File: src/rtl/io_irq_cfg.svh
`ifndef IO_IRQ_CFG_SVH
`define IO_IRQ_CFG_SVH

// byte addresses of the register map
`define ADDR_OUT_WRITE_EN    32'h400E0EA0
`define ADDR_OUT_WRITE_DIS   32'h400E0EA4
`define ADDR_OUT_WRITE_STATE 32'h400E0EA8
`define ADDR_OUT_LEVEL       32'h400E0EAC
`define ADDR_MODE_EN         32'h400E0EB0
`define ADDR_MODE_DIS        32'h400E0EB4
`define ADDR_MODE_STATE      32'h400E0EB8
`define ADDR_EDGE_SEL        32'h400E0EC0
`define ADDR_LEVEL_SEL       32'h400E0EC4
`define ADDR_EDGE_LEVEL      32'h400E0EC8
`define ADDR_FALL_LOW_SEL    32'h400E0ED0
`define ADDR_RISE_HIGH_SEL   32'h400E0ED4
`define ADDR_POLARITY        32'h400E0ED8
`define ADDR_LOCK_STATE      32'h400E0EE0
`define ADDR_IRQ_STATUS      32'h400E0EF0
`define ADDR_IRQ_CLEAR       32'h400E0EF4
`define ADDR_IRQ_ENABLE      32'h400E0EF8

// reset values
`define RST_WORD 32'h00000000

// bus answers
`define RESP_OKAY   2'h0
`define RESP_SLVERR 2'h2

`endif

File: src/rtl/io_irq_pkg.sv
package io_irq_pkg;

  // per-line interrupt condition selection
  typedef struct packed {
    logic [31:0] extra;
    logic [31:0] level;
    logic [31:0] rise;
  } line_cfg_t;

  // a write taken from the bus
  typedef struct packed {
    logic [31:0] addr;
    logic [31:0] data;
  } bus_write_t;

  typedef enum logic [1:0] {
    WR_COLLECT,
    WR_RESPOND
  } wr_state_t;

  typedef enum logic {
    RD_IDLE,
    RD_RESPOND
  } rd_state_t;

endpackage

File: src/rtl/io_line_irq_mode.sv
// Chosen here: register access over AXI4-Lite.
`timescale 1ns/1ps
`default_nettype none
`include "io_irq_cfg.svh"

module io_line_irq_mode #(
  parameter int LINES = 32
) (
  // clock and reset
  input wire logic aclk,
  input wire logic aresetn,
  // write address and data
  input wire logic [31:0] s_axi_awaddr,
  input wire logic s_axi_awvalid,
  output logic s_axi_awready,
  input wire logic [31:0] s_axi_wdata,
  input wire logic [3:0] s_axi_wstrb,
  input wire logic s_axi_wvalid,
  output logic s_axi_wready,
  // write response
  output logic [1:0] s_axi_bresp,
  output logic s_axi_bvalid,
  input wire logic s_axi_bready,
  // read address and data
  input wire logic [31:0] s_axi_araddr,
  input wire logic s_axi_arvalid,
  output logic s_axi_arready,
  output logic [31:0] s_axi_rdata,
  output logic [1:0] s_axi_rresp,
  output logic s_axi_rvalid,
  input wire logic s_axi_rready,
  // pins and neighbours
  input wire logic [LINES-1:0] line_in,
  input wire logic [LINES-1:0] line_locked,
  output logic [LINES-1:0] line_out,
  output logic [LINES-1:0] line_event,
  output logic irq
);

  if (LINES < 1 || LINES > 32) begin : g_bad_lines
    $error("LINES must lie between 1 and 32");
  end

  // true for every address that holds a register
  function automatic logic known_addr(input logic [31:0] a);
    known_addr = a == `ADDR_OUT_WRITE_EN || a == `ADDR_OUT_WRITE_DIS ||
                 a == `ADDR_OUT_WRITE_STATE || a == `ADDR_OUT_LEVEL ||
                 a == `ADDR_MODE_EN || a == `ADDR_MODE_DIS ||
                 a == `ADDR_MODE_STATE || a == `ADDR_EDGE_SEL ||
                 a == `ADDR_LEVEL_SEL || a == `ADDR_EDGE_LEVEL ||
                 a == `ADDR_FALL_LOW_SEL || a == `ADDR_RISE_HIGH_SEL ||
                 a == `ADDR_POLARITY || a == `ADDR_LOCK_STATE ||
                 a == `ADDR_IRQ_STATUS || a == `ADDR_IRQ_CLEAR ||
                 a == `ADDR_IRQ_ENABLE;
  endfunction

  // widen a line vector to a bus word, upper bits zero
  function automatic logic [31:0] to_word(input logic [LINES-1:0] v);
    to_word = `RST_WORD;
    for (int i = 0; i < LINES; i++) begin
      to_word[i] = v[i];
    end
  endfunction

  io_irq_pkg::line_cfg_t cfg;
  io_irq_pkg::bus_write_t wr;
  io_irq_pkg::wr_state_t wr_state;
  io_irq_pkg::rd_state_t rd_state;
  logic aw_held;
  logic w_held;
  logic wr_fire;
  logic [LINES-1:0] out_write_state;
  logic [LINES-1:0] lock_state;
  logic [LINES-1:0] line_prev;
  logic [LINES-1:0] irq_status;
  logic [LINES-1:0] irq_enable;
  logic [LINES-1:0] next_event;
  logic [31:0] next_rdata;
  logic [1:0] next_rresp;

  // write side: address and data may arrive in either order
  assign wr_fire = wr_state == io_irq_pkg::WR_COLLECT && aw_held && w_held;

  always_ff @(posedge aclk) begin
    if (!aresetn) begin
      aw_held <= 1'b0;
      s_axi_awready <= 1'b1;
      wr.addr <= `RST_WORD;
    end else if (s_axi_awvalid && s_axi_awready) begin
      aw_held <= 1'b1;
      s_axi_awready <= 1'b0;
      wr.addr <= s_axi_awaddr;
    end else if (s_axi_bvalid && s_axi_bready) begin
      aw_held <= 1'b0;
      s_axi_awready <= 1'b1;
    end
  end

  // strobes sampled with the data so the store sees the beat's own lanes
  logic [3:0] wr_strb;
  always_ff @(posedge aclk) begin
    if (!aresetn) begin
      w_held <= 1'b0;
      s_axi_wready <= 1'b1;
      wr.data <= `RST_WORD;
      wr_strb <= 4'h0;
    end else if (s_axi_wvalid && s_axi_wready) begin
      w_held <= 1'b1;
      s_axi_wready <= 1'b0;
      wr.data <= s_axi_wdata;
      wr_strb <= s_axi_wstrb;
    end else if (s_axi_bvalid && s_axi_bready) begin
      w_held <= 1'b0;
      s_axi_wready <= 1'b1;
    end
  end

  // full-word stores only; partial strobes leave the bits alone
  logic [LINES-1:0] st;
  assign st = (&wr_strb) ? wr.data[LINES-1:0] : '0;

  always_ff @(posedge aclk) begin
    if (!aresetn) begin
      wr_state <= io_irq_pkg::WR_COLLECT;
      s_axi_bvalid <= 1'b0;
      s_axi_bresp <= `RESP_OKAY;
    end else begin
      case (wr_state)
        io_irq_pkg::WR_COLLECT: begin
          if (wr_fire) begin
            wr_state <= io_irq_pkg::WR_RESPOND;
            s_axi_bvalid <= 1'b1;
            s_axi_bresp <= known_addr(wr.addr) ? `RESP_OKAY : `RESP_SLVERR;
          end
        end
        default: begin
          if (s_axi_bready) begin
            wr_state <= io_irq_pkg::WR_COLLECT;
            s_axi_bvalid <= 1'b0;
          end
        end
      endcase
    end
  end

  // interrupt condition selection
  always_ff @(posedge aclk) begin
    if (!aresetn) begin
      cfg <= {3{`RST_WORD}};
    end else if (wr_fire) begin
      if (wr.addr == `ADDR_MODE_EN) begin
        cfg.extra[LINES-1:0] <= cfg.extra[LINES-1:0] | st;
      end else if (wr.addr == `ADDR_MODE_DIS) begin
        cfg.extra[LINES-1:0] <= cfg.extra[LINES-1:0] & ~st;
      end else if (wr.addr == `ADDR_EDGE_SEL) begin
        cfg.level[LINES-1:0] <= cfg.level[LINES-1:0] & ~st;
      end else if (wr.addr == `ADDR_LEVEL_SEL) begin
        cfg.level[LINES-1:0] <= cfg.level[LINES-1:0] | st;
      end else if (wr.addr == `ADDR_FALL_LOW_SEL) begin
        cfg.rise[LINES-1:0] <= cfg.rise[LINES-1:0] & ~st;
      end else if (wr.addr == `ADDR_RISE_HIGH_SEL) begin
        cfg.rise[LINES-1:0] <= cfg.rise[LINES-1:0] | st;
      end
    end
  end

  // output write gating and output level
  always_ff @(posedge aclk) begin
    if (!aresetn) begin
      out_write_state <= '0;
      line_out <= '0;
    end else if (wr_fire) begin
      if (wr.addr == `ADDR_OUT_WRITE_EN) begin
        out_write_state <= out_write_state | st;
      end else if (wr.addr == `ADDR_OUT_WRITE_DIS) begin
        out_write_state <= out_write_state & ~st;
      end else if (wr.addr == `ADDR_OUT_LEVEL && (&wr_strb)) begin
        line_out <= (line_out & ~out_write_state) | (st & out_write_state);
      end
    end
  end

  // condition evaluation, one cycle behind the pin
  always_comb begin
    for (int i = 0; i < LINES; i++) begin
      if (!cfg.extra[i]) begin
        next_event[i] = line_in[i] ^ line_prev[i];
      end else if (cfg.level[i]) begin
        next_event[i] = cfg.rise[i] ? line_in[i] : !line_in[i];
      end else begin
        next_event[i] = cfg.rise[i] ? (line_in[i] && !line_prev[i])
                                    : (!line_in[i] && line_prev[i]);
      end
    end
  end

  always_ff @(posedge aclk) begin
    if (!aresetn) begin
      // follow the pin in reset, so a line idling high shows no false edge
      line_prev <= line_in;
      line_event <= '0;
      lock_state <= '0;
    end else begin
      line_prev <= line_in;
      line_event <= next_event;
      lock_state <= line_locked;
    end
  end

  // sticky status: a new event wins over a clear in the same cycle
  always_ff @(posedge aclk) begin
    if (!aresetn) begin
      irq_status <= '0;
    end else if (wr_fire && wr.addr == `ADDR_IRQ_CLEAR) begin
      irq_status <= (irq_status & ~st) | line_event;
    end else begin
      irq_status <= irq_status | line_event;
    end
  end

  always_ff @(posedge aclk) begin
    if (!aresetn) begin
      irq_enable <= '0;
    end else if (wr_fire && (&wr_strb) && wr.addr == `ADDR_IRQ_ENABLE) begin
      irq_enable <= st;
    end
  end

  always_ff @(posedge aclk) begin
    if (!aresetn) begin
      irq <= 1'b0;
    end else begin
      irq <= |(irq_status & irq_enable);
    end
  end

  // read decode; write-only addresses read as zero
  always_comb begin
    next_rresp = `RESP_OKAY;
    if (s_axi_araddr == `ADDR_OUT_WRITE_STATE) begin
      next_rdata = to_word(out_write_state);
    end else if (s_axi_araddr == `ADDR_OUT_LEVEL) begin
      next_rdata = to_word(line_out);
    end else if (s_axi_araddr == `ADDR_MODE_STATE) begin
      next_rdata = to_word(cfg.extra[LINES-1:0]);
    end else if (s_axi_araddr == `ADDR_EDGE_LEVEL) begin
      next_rdata = to_word(cfg.level[LINES-1:0]);
    end else if (s_axi_araddr == `ADDR_POLARITY) begin
      next_rdata = to_word(cfg.rise[LINES-1:0]);
    end else if (s_axi_araddr == `ADDR_LOCK_STATE) begin
      next_rdata = to_word(lock_state);
    end else if (s_axi_araddr == `ADDR_IRQ_STATUS) begin
      next_rdata = to_word(irq_status);
    end else if (s_axi_araddr == `ADDR_IRQ_ENABLE) begin
      next_rdata = to_word(irq_enable);
    end else begin
      next_rdata = `RST_WORD;
      next_rresp = known_addr(s_axi_araddr) ? `RESP_OKAY : `RESP_SLVERR;
    end
  end

  always_ff @(posedge aclk) begin
    if (!aresetn) begin
      rd_state <= io_irq_pkg::RD_IDLE;
      s_axi_arready <= 1'b1;
      s_axi_rvalid <= 1'b0;
      s_axi_rdata <= `RST_WORD;
      s_axi_rresp <= `RESP_OKAY;
    end else begin
      case (rd_state)
        io_irq_pkg::RD_IDLE: begin
          if (s_axi_arvalid) begin
            rd_state <= io_irq_pkg::RD_RESPOND;
            s_axi_arready <= 1'b0;
            s_axi_rvalid <= 1'b1;
            s_axi_rdata <= next_rdata;
            s_axi_rresp <= next_rresp;
          end
        end
        default: begin
          if (s_axi_rready) begin
            rd_state <= io_irq_pkg::RD_IDLE;
            s_axi_arready <= 1'b1;
            s_axi_rvalid <= 1'b0;
          end
        end
      endcase
    end
  end

  // fixed lines keep these cheap; one line per condition kind
  if (LINES >= 5) begin : g_mode_checks

  end
endmodule // io_line_irq_mode

`default_nettype wire

File: config.mk
export PLATFORM = sky130hd
export DESIGN_NAME = io_line_irq_mode
export DESIGN_NICKNAME = d
export VERILOG_FILES = /design/src/rtl/io_irq_pkg.sv /design/src/rtl/io_line_irq_mode.sv
export VERILOG_INCLUDE_DIRS = /design/src /design/src/rtl
export SDC_FILE = /design/constraint.sdc
export NUM_CORES = 1
export LEC_CHECK = 0
export BUFFER_PORTS_ARGS = -buffer_cell sky130_fd_sc_hd__buf_2
export CORE_UTILIZATION = 45
export DETAILED_ROUTE_END_ITERATION = 8
export HOLD_SLACK_MARGIN = 0.12
export PLACE_DENSITY = 0.63
export SKIP_LAST_GASP = 1
export SLEW_MARGIN = 20
export SYNTH_ARGS = -nofsm -noshare
export SYNTH_HDL_FRONTEND = slang
export SYNTH_SLANG_ARGS = --single-unit
File: constraint.sdc
create_clock -name aclk -period 3.8 [get_ports aclk]
set_clock_uncertainty 0.1 [all_clocks]
set_input_delay 0.57 -clock aclk [delete_from_list [all_inputs] [get_ports aclk]]
set_output_delay 0.57 -clock aclk [all_outputs]
set_load 0.02 [all_outputs]
==> impl_metrics.tcl <==
set metrics [dict create \
    startpoint_type "flop" \
    critical_path_peak_fanout 64 \
    postSynth.asyncResetShare_pct 0 \
    grt_max_degree 135 \
    areaGrowthSynthToFinish_pct 21.9 \
    synth_xor_area_share_pct 0 \
    final_cell_area_mm2 0.0247 \
    synth_top_area_share_pct 42.6 \
    postCtsSetupBuffers 0 \
    hold_slack_ns 0.141 \
    crit_path_end_kind "flop" \
    via_count 20200 \
    htreeDepth 2 \
    hold_path_depth 3 \
    timing.setup.tns_ns 0 \
    status "finished, final reports clean" \
    r2r_slack_ns 0.51 \
    antenna_found_initial 4 \
    core_region_area_mm2 0.0443 \
    finalCriticalPeriod_ns 3.29 \
    total_power_uw 10200 \
    grt_usage_pct 31.6 \
    hp-class "in -> reg" \
    rsz0062_at_grt "false" \
    dp_hpwl_mm 47.2 \
    cap_violations 0 \
    io_pins 277 \
    grt-ovfl-total 0 \
    gp_congestion 0.933 \
    timing.fmax_ghz 0.304 \
    crit_type "reg -> reg" \
    setup-violations-final 0 \
    fin_crit_sh_pct 86.6 \
    ys.flop_type "dfxtp_1" \
    final_util_pct 55.7 \
    hold_start "s_axi_wdata[18]" \
    clockBufferDepth 3 \
    synthSimpleGateAreaFrac_pct 20.5 \
    placed_cell_area_mm2 0.0221 \
    hold_end "wr[18]$_SDFFE_PN0P_" \
    hold_viol_final 0 \
    post_cts_resized 0 \
    synth_area_per_cell_um2 8.30 \
    p_per_area_mw_per_mm2 414 \
    drt_iter0_drc 2061 \
    drc_errors 0 \
    die_w_um 214 \
    seq_area_frac_synth_pct 42.6 \
    rr_startpoint "wr[45]$_SDFFE_PN0P_" \
    port_buffers 274 \
    synth.distinct_cells 61 \
    final_cell_mix "dfxtp_1, a21oi_1, buf_2" \
    numCtsBuffers 48 \
    fill_cells 4129 \
    rows 77 \
    floorplan.die_area_mm2 0.0459 \
    reg2regPathDepth 5 \
    drt_pass1_iterations 7 \
    syn_area_mm2 0.0203 \
    critPathLaunch "wr[45]$_SDFFE_PN0P_" \
    synth_adder_area_share_pct 3.95 \
    nNetsFinal 2971 \
    crit_required_ns 4.21 \
    yosys_warnings 0 \
    synth_top_family_by_area "compound AO/OA/AOI/OAI gates" \
    post_drt_wl_per_cell_um 22.1 \
    drt-total-wl_mm 74.5 \
    ant_nets 0 \
    slew_headroom_pct 24.3 \
    vias_per_cell 5.99 \
    fp.dieH_um 214 \
    worst_pin_slew_ns 1.14 \
    p_leak_uw 0.00957 \
    worstSkewPairLatency_ns 0.59 \
    synth_area_leader_cell "dfxtp_1" \
    synth_mux_area_share_pct 4.95 \
    worstPathArrival_ns 3.70 \
    synth_edf_count 0 \
    start_util_pct 45.7 \
    vdd_drop_max_mv 0.317 \
    cts_tree "done" \
    root_buffer "clkbuf_16" \
    first_global_vias 19200 \
    synth_area_leaders "dfxtp_1, a21oi_1, o21ai_0" \
    drive_above_1_share_pct 16.8 \
    final_common_cell "dfxtp_1" \
    cts.sinks 431 \
    slew_viol_final 0 \
    synth-compound-area-share_pct 22.3 \
    clk_pin_slew_worst_paths_ns 0.06 \
    synth-seq-cells 431 \
    synthCells 2443 \
    grt_pass1_wl_mm 113 \
]
-- critical path, cell delays in order (launching register included) --
cell	delay, ns
dfxtp_1	0.31
or4_1	0.50
or4_1	0.70
or4_4	0.91
or3_1	0.47
a21oi_1	0.16
-- power by group --
| group | internal, uW | total, uW | switching (uW) |
|---|---|---|---|
| Sequential | 4670 | 4810 | 137 |
| Clock | 2580 | 4510 | 1930 |
| Combinational | 374 | 915 | 542 |
-- routing by layer --
layer	vias to the layer above	routed length, um	track usage [%]
li1	9316	-	-
met3	195	7020	4.57
met4	0	2900	12.3
met1	9572	30800	42.6
met2	1090	33700	50.9
met5	-	0	0
-- kinds of logic (layout without fill, tap and decap cells) --
group,count (synthesis),count (layout)
compound gates,758,758
fa+ha+maj,64,64
buf+inv,295,621
flops,431,431
mux,97,97
other cells,1,6
simple gates,797,797
-- layout make-up --
cell class / count / area, um^2 / share of cell area [%]
Multi-Input combinational cell: 1718 / 10500 / 42.6
Sequential cell: 431 / 8630 / 34.9
Timing Repair Buffer: 434 / 2900 / 11.7
Clock buffer: 75 / 1430 / 5.80
Tap cell: 592 / 741 / 3.00
Inverter: 103 / 394 / 1.60
Clock inverter: 9 / 63.8 / 0.258
Antenna cell: 4 / 10.0 / 0.0405
-- how the worst max path moves through the flow --
stage,to,slack (ns),depth (start not counted)
4_1_cts,flop,0.54,5
6_report,flop,0.51,5
5_1_grt,flop,0.43,5
3_3_place_gp,flop,0.62,5
3_5_place_dp,flop,0.57,5
2_1_floorplan,flop,0.97,8
-- per-stage QoR --
step	std cells	setup WS [ns]
final	3366	0.509
after global placement	3168	0.623
after detailed placement	3168	0.570
after floorplan	2444	0.968
after global routing	3366	0.428
after CTS	3362	0.544
-- cell usage after synthesis (all sizes together) (8+ instances only) --
cell type	n
mux2	26
inv	103
nor4	9
or2	29
or3	67
nor2	113
clkbuf	171
o2bb2ai	25
nor2b	83
ha	64
dfxtp	431
a2bb2oi	20
mux2i	71
and3	21
buf	21
and2	68
nand2b	16
o31ai	99
nand2	200
o21ai	177
a211oi	8
a21oi	337
nor3	26
nand4	69
nand3	69
a31oi	21
a22oi	11
o311ai	27
-- what timing repair did --
action,CTS,global route
hold buffers,110,0
hold endpoints to repair,110,0
endpoints found under the setup margin,0,0
(Power assumes the default switching activity.)
